==> config.mk <==
export PLATFORM = sky130hd
export DESIGN_NAME = acp_top
export DESIGN_NICKNAME = d
export VERILOG_FILES = /design/src/rtl/acp_pkg.sv /design/src/rtl/acp_top.sv /design/src/rtl/acp_cfg_port.sv
export VERILOG_INCLUDE_DIRS = /design/src /design/src/rtl
export SDC_FILE = /design/constraint.sdc
export NUM_CORES = 1
export LEC_CHECK = 0
export BUFFER_PORTS_ARGS = -buffer_cell sky130_fd_sc_hd__buf_4
export CAP_MARGIN = 10
export CORE_MARGIN = 3
export CORE_UTILIZATION = 45
export CTS_CLUSTER_DIAMETER = 40
export CTS_CLUSTER_SIZE = 28
export DETAILED_ROUTE_END_ITERATION = 12
export PLACE_DENSITY_LB_ADDON = 0.05
export SYNTH_ARGS = -nofsm -noshare
export SYNTH_HDL_FRONTEND = slang
export SYNTH_HIERARCHICAL = 1
export SYNTH_SLANG_ARGS = --single-unit
==> constraint.sdc <==
create_clock -name CLOCK -period 2 [get_ports CLOCK]
set_input_delay 0.4 -clock CLOCK [delete_from_list [all_inputs] [get_ports CLOCK]]
set_output_delay 0.4 -clock CLOCK [all_outputs]
set_load 0.02 [all_outputs]
==> src/rtl/acp_params.svh <==
`ifndef ACP_PARAMS_SVH
`define ACP_PARAMS_SVH
`define ACP_SAMPLE_W 14
`define ACP_PAIR_W 7
`define ACP_FRAME_W 16
`define ACP_ADDR_W 8
`define ACP_DATA_W 8
`define ACP_REG_TWO 8'h02
`define ACP_REG_THREE 8'h03
`define ACP_REG_FOUR 8'h04
`define ACP_STAB_BIT 0
`define ACP_FMT_LSB 0
`define ACP_DLY_LSB 4
`define ACP_TERM_BIT 2
`define ACP_REG_TWO_RST 8'h00
`define ACP_REG_THREE_RST 8'h00
`define ACP_REG_FOUR_RST 8'h00
`define ACP_SLEEP_BIT 0
`define ACP_FMT_FULL 2'h0
`define ACP_FMT_DDR_SE 2'h1
`define ACP_FMT_DDR_DIFF 2'h2
`endif

==> src/rtl/acp_pkg.sv <==
package acp_pkg;
  typedef enum logic [1:0] {
    ACP_OUT_FULL = 2'h0,
    ACP_OUT_DDR_SE = 2'h1,
    ACP_OUT_DDR_DIFF = 2'h2
  } acp_outmode_t;
  typedef enum logic [2:0] {
    ACP_PH_IDLE = 3'b001,
    ACP_PH_LOW = 3'b010,
    ACP_PH_HIGH = 3'b100
  } acp_phase_t;
endpackage : acp_pkg

==> src/rtl/acp_top.sv <==
`include "acp_params.svh"
// Function
// - strap picks serial or parallel programming
// - chip select low frames serial transfer
// - SDI captured on SCK rising edge
// - open-drain SDO readback, host samples falling
// - parallel: CS pin controls duty stabilizer
// - parallel: SCK pin selects full or differential
// - parallel: SDI high puts device asleep
// - parallel: SDO unused and released
// - conversion starts on encode rising edge
// - full rate: data changes on clock fall
// - complementary clock is inverse of true
// - true clock delay set by second register
// - double rate: even bits low, odd high
// - double rate: data changes both edges
// - differential pairs carry same multiplexing, termination
// - overflow flag travels with its sample
// - serial: second register enables stabilizer
// - serial: third register selects output format
module acp_top (
  input wire logic CLOCK,
  input wire logic RESETN,
  input wire logic PROGRAM_STYLE_STRAP,
  input wire logic SAMPLE_STROBE_TRUE,
  input wire logic SAMPLE_STROBE_COMP,
  input wire logic CS_N,
  input wire logic SCK,
  input wire logic SDI,
  output logic SDO_O,
  output logic SDO_OE,
  input wire logic [13:0] CONV_CODE,
  input wire logic CONV_RANGE_ERR,
  output logic [13:0] SAMPLE_BITS,
  output logic [6:0] PAIRED_SAMPLE_LINES_P,
  output logic [6:0] PAIRED_SAMPLE_LINES_N,
  output logic FWD_CLOCK_TRUE,
  output logic FWD_CLOCK_COMP,
  output logic RANGE_EXCEEDED_FLAG,
  output logic STABILIZER_ON,
  output logic SLEEP,
  output logic TERM_ON,
  output acp_pkg::acp_outmode_t OUT_MODE
);
  import acp_pkg::*;

  typedef struct packed {
    logic [1:0] strap_s;
    logic serial_en;
    logic [1:0] enc_s;
    logic [1:0] encn_s;
    logic enc_d;
    logic [1:0] csn_s;
    logic [1:0] sck_s;
    logic [1:0] sdi_s;
    logic [13:0] hold;
    logic hold_of;
    logic [13:0] bits;
    logic [6:0] pair;
    logic of;
    acp_phase_t ph;
    logic [3:0] dly;
    logic clk_t;
    logic stab;
    logic sleep;
    logic term;
    acp_outmode_t mode;
  } acp_top_st_t;
  acp_top_st_t st_r, st_nxt;

  logic [`ACP_DATA_W-1:0] reg_two, reg_three, reg_four;
  logic sdo_oe_c;

  acp_cfg_port u_cfg (
    .clk(CLOCK),
    .rst_n(RESETN),
    .serial_en(st_r.serial_en),
    .csn_s(st_r.csn_s[1]),
    .sck_s(st_r.sck_s[1]),
    .sdi_s(st_r.sdi_s[1]),
    .sdo_oe(sdo_oe_c),
    .reg_two(reg_two),
    .reg_three(reg_three),
    .reg_four(reg_four)
  );

  function automatic logic [6:0] pick(input logic [13:0] v, input logic odd);
    logic [6:0] r;
    r = 7'h00;
    for (int i = 0; i < 7; i++) r[i] = v[2*i + (odd ? 1 : 0)];
    return r;
  endfunction : pick

  function automatic acp_outmode_t fmt(input logic [1:0] f);
    unique case (f)
      `ACP_FMT_DDR_SE: fmt = ACP_OUT_DDR_SE;
      `ACP_FMT_DDR_DIFF: fmt = ACP_OUT_DDR_DIFF;
      default: fmt = ACP_OUT_FULL;
    endcase
  endfunction : fmt

  logic enc_lvl, enc_rise, enc_fall;
  always_comb begin
    st_nxt = st_r;
    st_nxt.strap_s = {st_r.strap_s[0], PROGRAM_STYLE_STRAP};
    // strap low means serial
    st_nxt.serial_en = ~st_r.strap_s[1];
    // each encode pin synced alone, compared only behind the second stage
    st_nxt.enc_s = {st_r.enc_s[0], SAMPLE_STROBE_TRUE};
    st_nxt.encn_s = {st_r.encn_s[0], SAMPLE_STROBE_COMP};
    enc_lvl = st_r.enc_s[1] & ~st_r.encn_s[1];
    st_nxt.enc_d = enc_lvl;
    st_nxt.csn_s = {st_r.csn_s[0], CS_N};
    st_nxt.sck_s = {st_r.sck_s[0], SCK};
    st_nxt.sdi_s = {st_r.sdi_s[0], SDI};
    enc_rise = enc_lvl & ~st_r.enc_d;
    enc_fall = ~enc_lvl & st_r.enc_d;
    if (st_r.serial_en) begin
      st_nxt.stab = reg_two[`ACP_STAB_BIT];
      st_nxt.mode = fmt(reg_three[`ACP_FMT_LSB +: 2]);
      st_nxt.sleep = reg_four[`ACP_SLEEP_BIT];
      st_nxt.term = reg_three[`ACP_TERM_BIT];
    end else begin
      st_nxt.stab = st_r.csn_s[1];
      st_nxt.mode = st_r.sck_s[1] ? ACP_OUT_DDR_DIFF : ACP_OUT_FULL;
      st_nxt.sleep = st_r.sdi_s[1];
      st_nxt.term = 1'b0;
    end
    st_nxt.dly = reg_two[`ACP_DLY_LSB +: 4];
    if (st_r.sleep) begin
      st_nxt.ph = ACP_PH_IDLE;
      st_nxt.clk_t = 1'b0;
    end else if (enc_rise) begin
      // new sample: true clock falls, data of whole word changes
      st_nxt.hold = CONV_CODE;
      st_nxt.hold_of = CONV_RANGE_ERR;
      st_nxt.bits = CONV_CODE;
      st_nxt.of = CONV_RANGE_ERR;
      st_nxt.pair = pick(CONV_CODE, 1'b0);
      st_nxt.ph = ACP_PH_LOW;
      st_nxt.clk_t = 1'b0;
    end else if (enc_fall && st_r.ph == ACP_PH_LOW) begin
      st_nxt.clk_t = 1'b1;
      if (st_r.mode != ACP_OUT_FULL)
        st_nxt.pair = pick(st_r.hold, 1'b1);
      st_nxt.ph = ACP_PH_HIGH;
    end
  end

  always_ff @(posedge CLOCK or negedge RESETN) begin
    if (!RESETN) begin
      st_r <= '{strap_s: 2'h0, serial_en: 1'b0, enc_s: 2'h0, encn_s: 2'h3, enc_d: 1'b0,
                csn_s: 2'h3, sck_s: 2'h0, sdi_s: 2'h0, hold: 14'h0000, hold_of: 1'b0,
                bits: 14'h0000, pair: 7'h00, of: 1'b0, ph: ACP_PH_IDLE, dly: 4'h0, clk_t: 1'b0,
                stab: 1'b0, sleep: 1'b0, term: 1'b0, mode: ACP_OUT_FULL};
    end else begin
      st_r <= st_nxt;
    end
  end

  // delay line for the forwarded clock, taps in system cycles
  logic [14:0] clk_dl;
  logic fwd_r, fwd_n_r, sdo_oe_r;
  logic [6:0] pn_r;
  // zero taps: clock edge lands in the cycle the data changes
  logic fwd_nxt;
  assign fwd_nxt = (st_r.dly == 4'h0) ? st_nxt.clk_t : clk_dl[st_r.dly - 4'h1];
  always_ff @(posedge CLOCK or negedge RESETN) begin
    if (!RESETN) begin
      clk_dl <= 15'h0000;
      fwd_r <= 1'b0;
      fwd_n_r <= 1'b1;
      pn_r <= 7'h7f;
      sdo_oe_r <= 1'b0;
    end else begin
      clk_dl <= {clk_dl[13:0], st_nxt.clk_t};
      fwd_r <= fwd_nxt;
      fwd_n_r <= ~fwd_nxt;
      pn_r <= ~st_nxt.pair;
      sdo_oe_r <= sdo_oe_c & st_r.serial_en;
    end
  end

  assign SAMPLE_BITS = st_r.bits;
  assign PAIRED_SAMPLE_LINES_P = st_r.pair;
  assign PAIRED_SAMPLE_LINES_N = pn_r;
  assign FWD_CLOCK_TRUE = fwd_r;
  assign FWD_CLOCK_COMP = fwd_n_r;
  assign RANGE_EXCEEDED_FLAG = st_r.of;
  assign STABILIZER_ON = st_r.stab;
  assign SLEEP = st_r.sleep;
  assign TERM_ON = st_r.term;
  assign OUT_MODE = st_r.mode;
  assign SDO_O = 1'b0;
  assign SDO_OE = sdo_oe_r;
endmodule : acp_top

==> src/rtl/acp_cfg_port.sv <==
`include "acp_params.svh"
module acp_cfg_port (
  input wire logic clk,
  input wire logic rst_n,
  input wire logic serial_en,
  input wire logic csn_s,
  input wire logic sck_s,
  input wire logic sdi_s,
  output logic sdo_oe,
  output logic [`ACP_DATA_W-1:0] reg_two,
  output logic [`ACP_DATA_W-1:0] reg_three,
  output logic [`ACP_DATA_W-1:0] reg_four
);
  typedef struct packed {
    logic sck_d;
    logic [4:0] cnt;
    logic [`ACP_FRAME_W-1:0] sh;
    logic [`ACP_DATA_W-1:0] rb;
    logic sdo_oe;
    logic [`ACP_DATA_W-1:0] r2;
    logic [`ACP_DATA_W-1:0] r3;
    logic [`ACP_DATA_W-1:0] r4;
  } acp_cfg_st_t;
  acp_cfg_st_t st_r, st_nxt;

  function automatic logic [`ACP_DATA_W-1:0] rd_sel(input acp_cfg_st_t s,
                                                  input logic [`ACP_ADDR_W-1:0] a);
    unique case (a)
      `ACP_REG_TWO: rd_sel = s.r2;
      `ACP_REG_THREE: rd_sel = s.r3;
      `ACP_REG_FOUR: rd_sel = s.r4;
      default: rd_sel = 8'h00;
    endcase
  endfunction : rd_sel

  logic [`ACP_FRAME_W-1:0] nsh;
  always_comb begin
    st_nxt = st_r;
    nsh = {st_r.sh[`ACP_FRAME_W-2:0], sdi_s};
    st_nxt.sck_d = sck_s;
    if (!serial_en || csn_s) begin
      // idle frame: pins ignored, SDO released
      st_nxt.cnt = 5'h00;
      st_nxt.sdo_oe = 1'b0;
    end else begin
      if (sck_s && !st_r.sck_d) begin
        st_nxt.sh = nsh;
        st_nxt.cnt = st_r.cnt + 5'h01;
        // address byte complete with read flag: latch readback
        if (st_r.cnt == 5'h07 && nsh[7])
          st_nxt.rb = rd_sel(st_r, {1'b0, nsh[6:0]});
        if (st_r.cnt == 5'h0f && !nsh[15]) begin
          unique case ({1'b0, nsh[14:8]})
            `ACP_REG_TWO: st_nxt.r2 = nsh[7:0];
            `ACP_REG_THREE: st_nxt.r3 = nsh[7:0];
            `ACP_REG_FOUR: st_nxt.r4 = nsh[7:0];
            default: st_nxt.r2 = st_r.r2;
          endcase
        end
      end
      if (!sck_s && st_r.sck_d && st_r.cnt >= 5'h08 && st_r.cnt < 5'h10) begin
        // drive low for a zero, release for a one
        st_nxt.sdo_oe = ~st_r.rb[`ACP_DATA_W-1];
        st_nxt.rb = {st_r.rb[`ACP_DATA_W-2:0], 1'b0};
      end
    end
  end

  always_ff @(posedge clk or negedge rst_n) begin
    if (!rst_n) begin
      st_r <= '{sck_d: 1'b0, cnt: 5'h00, sh: 16'h0000, rb: 8'h00, sdo_oe: 1'b0,
                r2: `ACP_REG_TWO_RST, r3: `ACP_REG_THREE_RST, r4: `ACP_REG_FOUR_RST};
    end else begin
      st_r <= st_nxt;
    end
  end

  assign sdo_oe = st_r.sdo_oe;
  assign reg_two = st_r.r2;
  assign reg_three = st_r.r3;
  assign reg_four = st_r.r4;
endmodule : acp_cfg_port

Word level (Yosys, flattened, before mapping)
Cells that the tools add are included.
{ "totals": {"register_bits": 129, "input_bits": 23} }
{ "op_classes": {"eq_ne": 11, "n_bitwise": 13, "reduce_logical": 25, "mux": 23, "n_addsub": 2, "n_lt_le_gt_ge": 3} }
{ "op_table": {"columns": ["op", "n"], "rows": [
  ["two-way mux 29 bit", 1],
  ["== test 7 x 2 -> 1 bit, second input constant", 4],
  ["case mux 8 bit (3 select lines)", 1],
  ["two-way mux 7 bit", 3],
  ["two-way mux 8 bit", 2],
  ["== test 7 x 3 -> 1 bit, second input constant", 2],
  ["AND reduction 4 bit", 3],
  ["two-way mux 5 bit", 2],
  ["nonzero test 2 bit", 5],
  ["two-way mux 3 bit", 3],
  ["two-way mux 9 bit", 1],
  ["NOT 1 bit", 8],
  ["logical AND 1 bit", 7],
  ["two-way mux 1 bit", 7],
  ["NOT 7 bit", 1],
  ["adder 5 x 1 -> 5 bit, second input constant", 1],
  ["== test 5 x 3 -> 1 bit, second input constant", 1],
  ["== test 5 x 4 -> 1 bit, second input constant", 1],
  [">= comparator 5 x 4 -> 1 bit, second input constant", 1],
  ["less-than comparator 4 x 5 -> 1 bit, second input constant", 1],
  ["less-than comparator 5 bit, second input constant", 1],
  ["AND 1 bit", 4],
  ["binary-select mux 1 bit (select 4 bit)", 1],
  ["zero test 1 bit", 4],
  ["11 further kinds", 12]
]} }

Logic depth before layout (Yosys ltp)
Gate-level depths: netlist (run 1).
{ "logic_depth": {"word_depth": 10, "depth_mapped": 7} }

Hierarchy
The synthesis (run 1) kept the hierarchy.
{ "modules_own_cells": {"columns": ["module", "cells_per_inst", "area_per_inst_um2", "instances", "seq_area_each_um2"], "rows": [
  ["acp_top", 189, 2826.5, 1, 1843.0],
  ["acp_cfg_port", 206, 2632.5, 1, 1351.3]
]} }

Worst setup path before layout (run 1)
OpenSTA, ideal clock, no wires.
{ "synth_timing": {"path_kind": "register -> register", "startpoint": "register u_cfg/st_r[49] (netlist bit)", "endpoint": "register u_cfg.st_r, in the netlist u_cfg/reg_four[0]", "setup_ps": 125, "period_less_slack_ps": 2002, "setup_slack_ps": -2, "stages_incl_launch_ff": 7, "path_buffers": 0, "arrival_ps": 1877, "cell_sequence": "dfrtp_1 -> ha_1 -> and3_1 -> ha_1 -> nand4b_4 -> nor4b_4 -> mux2_2"} }
{ "synth_between": {"elab_chain_cells": 3} }
{ "synth_lines": {"columns": ["item", "line_no", "text"], "rows": [
  ["start, declared", "acp_cfg_port.sv:24", "acp_cfg_st_t st_r, st_nxt;"],
  ["start signal, assigned", "acp_cfg_port.sv:71", "st_r <= '{sck_d: 1'b0, cnt: 5'h00, sh: 16'h0000, rb: 8'h00, sdo_oe: 1'b0,"],
  ["start signal, assigned", "acp_cfg_port.sv:74", "st_r <= st_nxt;"],
  ["== test 5 x 4 -> 1 bit", "acp_cfg_port.sv:52", "if (st_r.cnt == 5'h0f && !nsh[15]) begin"],
  ["logical AND 1 bit", "acp_cfg_port.sv:52", null],
  ["AND reduction 4 bit (no line)", null, null]
]} }
Every way passes these cells.
A chain may end at the register's enable or synchronous reset.

Final worst setup path (run 1)
{ "layout_timing": {"startpoint": "register u_cfg/st_r[50] (netlist bit)", "endpoint": "register u_cfg.st_r, in the netlist u_cfg/reg_two[2]"} }
The elaborated chain is that of the path after synthesis.

==> results of run 1 <==
## worst min path at each step
stage	startpoint	endpoint	slack [ns]	cells after the start
2_1_floorplan	RESETN	FWD_CLOCK_TRUE	0.10	0
3_3_place_gp	st_nxt[53]	st_r[53]	0.33	0
3_5_place_dp	st_nxt[60]	st_r[60]	0.33	0
4_1_cts	RESETN	st_nxt[60]	0.01	1
5_1_grt	RESETN	clk_dl[12]	0.03	1
6_report	RESETN	clk_dl[12]	-0.0006	1
## per-layer routing
| metal | global-route usage (%) | up-vias | wire length (um) | share of wire (%) |
|---|---|---|---|---|
| met2 | 25.00 | 55 | 4832 | 49 |
| met5 | 0 | - | 0 | 0 |
| met3 | 4.895 | 15 | 380 | 3.8 |
| met4 | 7.042 | 0 | 182 | 1.8 |
| li1 | - | 1439 | - | - |
| met1 | 21.84 | 1557 | 4538 | 46 |
## per-stage QoR
step	cells	hold slack (ns)	total power [mW]	setup TNS (ns)
after floorplan	380	0.1044	3.513	0
after global placement	560	0.3325	3.803	0
after detailed placement	560	0.3347	3.822	0
after CTS	592	0.01451	6.650	0
after global routing	593	0.03252	6.858	-0.5696
final	593	-0.0006029	6.552	0
## worst max-delay path, cell delays in order, from the launching register on
cell      delay [ns]
dfrtp_1         0.35
ha_2            0.20
and3_4          0.20
ha_4            0.13
nand4b_4        0.15
nor4b_4         0.32
buf_4           0.19
mux2_4          0.30
## cell type report
class	count	area, um2	share of cell area (%)
clock buffers	31	508.0	7.787
clock inverters	1	30.03	0.4603
well taps	143	178.9	2.743
inverters	8	30.03	0.4603
flip-flops and latches	127	3194	48.96
repair buffers	86	715.7	10.97
multi-input cells	197	1867	28.62
## timing repair
action,4_1_cts,5_1_grt
setup endpoints to repair,0,24
setup buffers,0,1
hold buffers,0,0
resized for setup,0,22
endpoints found under the hold margin,0,0
## flip-flops by register name, indices dropped and copies added, names as in the netlist, named ones only
signal and count:
FWD_CLOCK_TRUE 1, PAIRED_SAMPLE_LINES_N 7, SLEEP 1, u_cfg/st_r 14, SAMPLE_BITS 14, TERM_ON 1
STABILIZER_ON 1, st_r 15, FWD_CLOCK_COMP 1, RANGE_EXCEEDED_FLAG 1, u_cfg/reg_four 8, OUT_MODE 2
st_nxt 6, u_cfg/sdo_oe 1, SDO_OE 1, u_cfg/nsh 15, u_cfg/reg_three 8, clk_dl 15
u_cfg/reg_two 8
## where the power goes
| group | leakage (nW) | switching (mW) | internal [mW] |
|---|---|---|---|
| sequential | 1.64 | 0.176 | 2.80 |
| combinational | 1.13 | 0.397 | 0.394 |
| clock | 0.258 | 0.976 | 1.81 |
| total | 3.03 | 1.55 | 5.00 |
==> results.cfg, run 1 <==
[layout]
n_antenna_cell = 0
fillCellCount = 979
final_common_cell = dfrtp_1
finalInstanceArea_um2 = 6524
most-common-layout-cells = 114 x dfrtp_1, 79 x buf_4, 41 x mux2_2
synthToLayoutAreaGrowth_pct = 22.02
drive_above_1_share_pct = 46.00
nets = 465
fin_util_pct = 56.65

[critical_path]
cp.required_ns = 2.29
r2r-start = u_cfg/st_r[50]
worstSetupStartpoint = u_cfg/st_r[50]
crit_arrival_ns = 2.25
reg2reg_depth = 7
reg2reg_to = u_cfg/reg_two[2]
start_kind = register
criticalPathCategory = register to register
critPathCapture = u_cfg/reg_two[2]
crit_fanout = 3
cp-end-kind = register
worst-r2r-setup-slack_ns = 0.05

[clock_tree]
cts.path.max_buffers = 2
cts_root_buf = clkbuf_16
htree_levels = 4
cts.clk_slew.worst_paths_ns = 0.05
cts_tree = yes
cts.sinks = 127
clk_latency_ns = 0.41
cts_made_buffers = 17

[floorplanning]
die_w_um = 115
start_util_pct = 46.43
coreArea_um2 = 11520
fp.dieArea_um2 = 13230
ios = 61
dieHeight_um = 115
row_count = 39

[min_path]
hold_class = primary input to async pin

[synthesis]
yosys_warnings = 6
synth_nets = 408
syn_inst = 380
avgSynthCellArea_um2 = 14.07
synth.cell_area_um2 = 5346

[placed_design]
dp_slack_ns = 0.02598
dpl.hpwl_um = 6983
globalplace.congestion = 0.7855
io_buffers = 59
place_area_um2 = 5891

[drt]
wl_per_cell_um = 16.75
finalWirelength_um = 9934
drc = 0
antenna_left = 0
num_vias = 3066
drtPass1Iterations = 4
first_iter_violations = 157
vias_per_cell = 5.170

[timing]
fin_hold_ws_ns = -0.0006029
worstMarginPinSlew_ns = 0.5908
min_period_ns = 1.954
rsz0062_at_grt = yes
skew_ns = 0.005577
slew_violations = 0
worst_slack_ns = 0.04623
setup_viol = 0
hold_viol_final = 1
slew_headroom_pct = 60.61
fin_crit_sh_pct = 97.69
clock.fmax_mhz = 511.8

[run_status]
status = complete, but fails checks
violations = hold timing

[power]
leakagePower_nw = 3.031
ir_drop_v = 0.0005666
p_per_area_nw_per_um2 = 1004

[grt]
grt_pass1_wl_um = 16420
grt_max_degree = 43
grt_pass1_vias = 3140
grt.total_usage_pct = 16.37
overflow = 0
antenna_found_initial = 0

[job]
cap_violations = 0
Power figures use the tool's default switching activity.
==> run 2: changes to the inputs <==
- CORE_UTILIZATION: 45 -> 52
==> run 2 against run 1 <==
The run now ends clean. Maximum frequency hardly changed. Sequential share of layout area fell by 0.46 points. Non-clock buffer count increased by 5. Setup slack better by 0.00079 ns. Routed wire length down 1.9%. Die area decreased by 13%. Sequential power is essentially flat. Via count increased by 2.2%. Clock skew rose by 0.00083 ns. Critical path depth unchanged. Critical endpoint is now u_cfg/reg_four[4]. Highest routed layer unchanged.
==> results.cfg, run 2 (same netlist as run 1, synthesis figures left out) <==
[power]
ir_drop_v = 0.0005836
p_comb_share_pct = 11.8
swShare_pct = 23.70
leakagePower_nw = 3.063
p_sw_mw = 1.584
clock_power_share_pct = 43.7
p_per_area_nw_per_um2 = 1015
internal_power_mw = 5.100
p_seq_share_pct = 44.5

[critical_path]
critPathCapture = u_cfg/reg_four[4]
max_stage_delay_ns = 0.37
criticalPathCategory = register to register
crit_arrival_ns = 2.35
worstSetupStartpoint = u_cfg/st_r[50]
crit_fanout = 8
worst-r2r-setup-slack_ns = 0.05
r2r-start = u_cfg/st_r[50]
critPathSlowestCell = dfrtp_1
cp.required_ns = 2.39
reg2reg_to = u_cfg/reg_four[4]
reg2reg_depth = 7
path_cells = ha_2 -> and3_4 -> ha_4 -> nand4b_4 -> nor4b_4 -> buf_6 -> mux2_4
cp-end-kind = register
start_kind = register

[drt]
finalWirelength_um = 9749
first_iter_violations = 114
drc = 0
antenna_left = 0
vias_per_cell = 5.327
drtPass1Iterations = 4
wl_per_cell_um = 16.58
num_vias = 3132

[floorplanning]
dieHeight_um = 107.4
start_util_pct = 54.20
ios = 61
die_w_um = 107.4
fp.dieArea_um2 = 11530
row_count = 36
coreArea_um2 = 9864

[grt]
grt_pass1_wl_um = 16550
grt_max_degree = 40
grt_pass1_vias = 3245
overflow = 0
grt.total_usage_pct = 18.72
antenna_found_initial = 0

[layout]
most-common-layout-cells = 114 x dfrtp_1, 78 x buf_4, 41 x mux2_2
nets = 470
finalInstanceArea_um2 = 6585
seqCellArea_um2 = 3194
synthToLayoutAreaGrowth_pct = 23.17
n_antenna_cell = 0
final_common_cell = dfrtp_1
multiInputGateArea_um2 = 1867
drive_above_1_share_pct = 46.15
fillCellCount = 719

[timing]
hold_viol_final = 0
setup_viol = 0
rsz0062_at_grt = yes
worst_slack_ns = 0.04701
finalSetupTns_ns = 0
clock.fmax_mhz = 512.0
skew_ns = 0.006409
slew_violations = 0
fin_crit_sh_pct = 97.65
fin_hold_ws_ns = 0.1179
min_period_ns = 1.953

[placed_design]
place_area_um2 = 5851
dpl.hpwl_um = 6574
globalplace.congestion = 0.7907
io_buffers = 59
dp_slack_ns = 0.02492

[clock_tree]
cts_made_buffers = 17
cts_tree = yes
clk_latency_ns = 0.51
cts.path.max_buffers = 2
cts_root_buf = clkbuf_8
cts.clk_slew.worst_paths_ns = 0.06
cts.sinks = 127
htree_levels = 4

[min_path]
hold_class = primary input to register

[job]
cap_violations = 0

[run_status]
status = finished, final reports clean
## run 2: cell count changes in the layout (fill, tap and decap cells not counted), sizes merged
| cell | previous run | this run |
|---|---|---|
| buf | 86 | 84 |
| bufinv | 1 | 2 |
| clkbuf | 31 | 27 |
| clkinv | 0 | 2 |
| clkinvlp | 0 | 1 |
| dlygate4sd3 | 0 | 7 |
## run 2: cell type report
class | instances | area share, %
Clock buffer | 27 | 7.467
Clock inverter | 5 | 1.178
Inverter | 8 | 0.4560
Multi-Input combinational cell | 197 | 28.35
Sequential cell | 127 | 48.51
Tap cell | 133 | 2.527
Timing Repair Buffer | 91 | 11.51
## run 2: layer usage
layer | wire length, um | vias to the layer above | global-route usage, %
met3 | 490 | 15 | 5.999
met1 | 4433 | 1578 | 25.11
met2 | 4683 | 89 | 28.60
li1 | - | 1450 | -
met5 | 0 | - | 0
met4 | 141 | 0 | 7.214
## run 2: metrics by stage
stage / instances / utilization, % / power [mW]
global placement: 548 / 59.31 / 3.784
finish: 588 / 66.76 / 6.684
CTS: 587 / 65.79 / 6.763
global route: 588 / 66.76 / 6.982
detailed placement: 548 / 59.31 / 3.804
floorplan: 380 / - / 3.513
## run 2: how the worst min path moves through the flow
stage / slack [ns] / startpoint / depth (start not counted) / to
floorplan: 0.10 / RESETN / 0 / FWD_CLOCK_TRUE
global placement: 0.33 / st_nxt[53] / 0 / st_r[53]
detailed placement: 0.35 / st_nxt[58] / 0 / st_r[58]
CTS: 0.09 / CONV_CODE[3] / 2 / SAMPLE_BITS[3]
global route: 0.09 / CONV_RANGE_ERR / 2 / RANGE_EXCEEDED_FLAG
finish: 0.12 / CONV_CODE[3] / 2 / SAMPLE_BITS[3]
## run 2: power by group through the flow
stage | clock network, mW | registers (mW) | logic (mW)
finish | 2.92 | 2.97 | 0.789
global route | 3.12 | 3.01 | 0.852
CTS | 2.99 | 2.97 | 0.801
detailed placement | 0 | 3.02 | 0.787
global placement | 0 | 3.01 | 0.776
floorplan | 0 | 3.00 | 0.511
## run 2: worst max-delay path, delay by kind of cell, from the launching register on
family	cells	cell delay [ns]
AND/OR/NAND/NOR	3	0.63
flip-flops	1	0.37
adder cells (fa/ha/maj)	2	0.33
multiplexers	1	0.31
buffers and inverters	1	0.20
## run 2: timing repair
item                                    in CTS  in global routing
hold endpoints to repair                    35                  0
buffers inserted                             0                  1
gates resized for setup                      0                 22
endpoints found under the setup margin       0                 24
hold buffers                                 7                  0
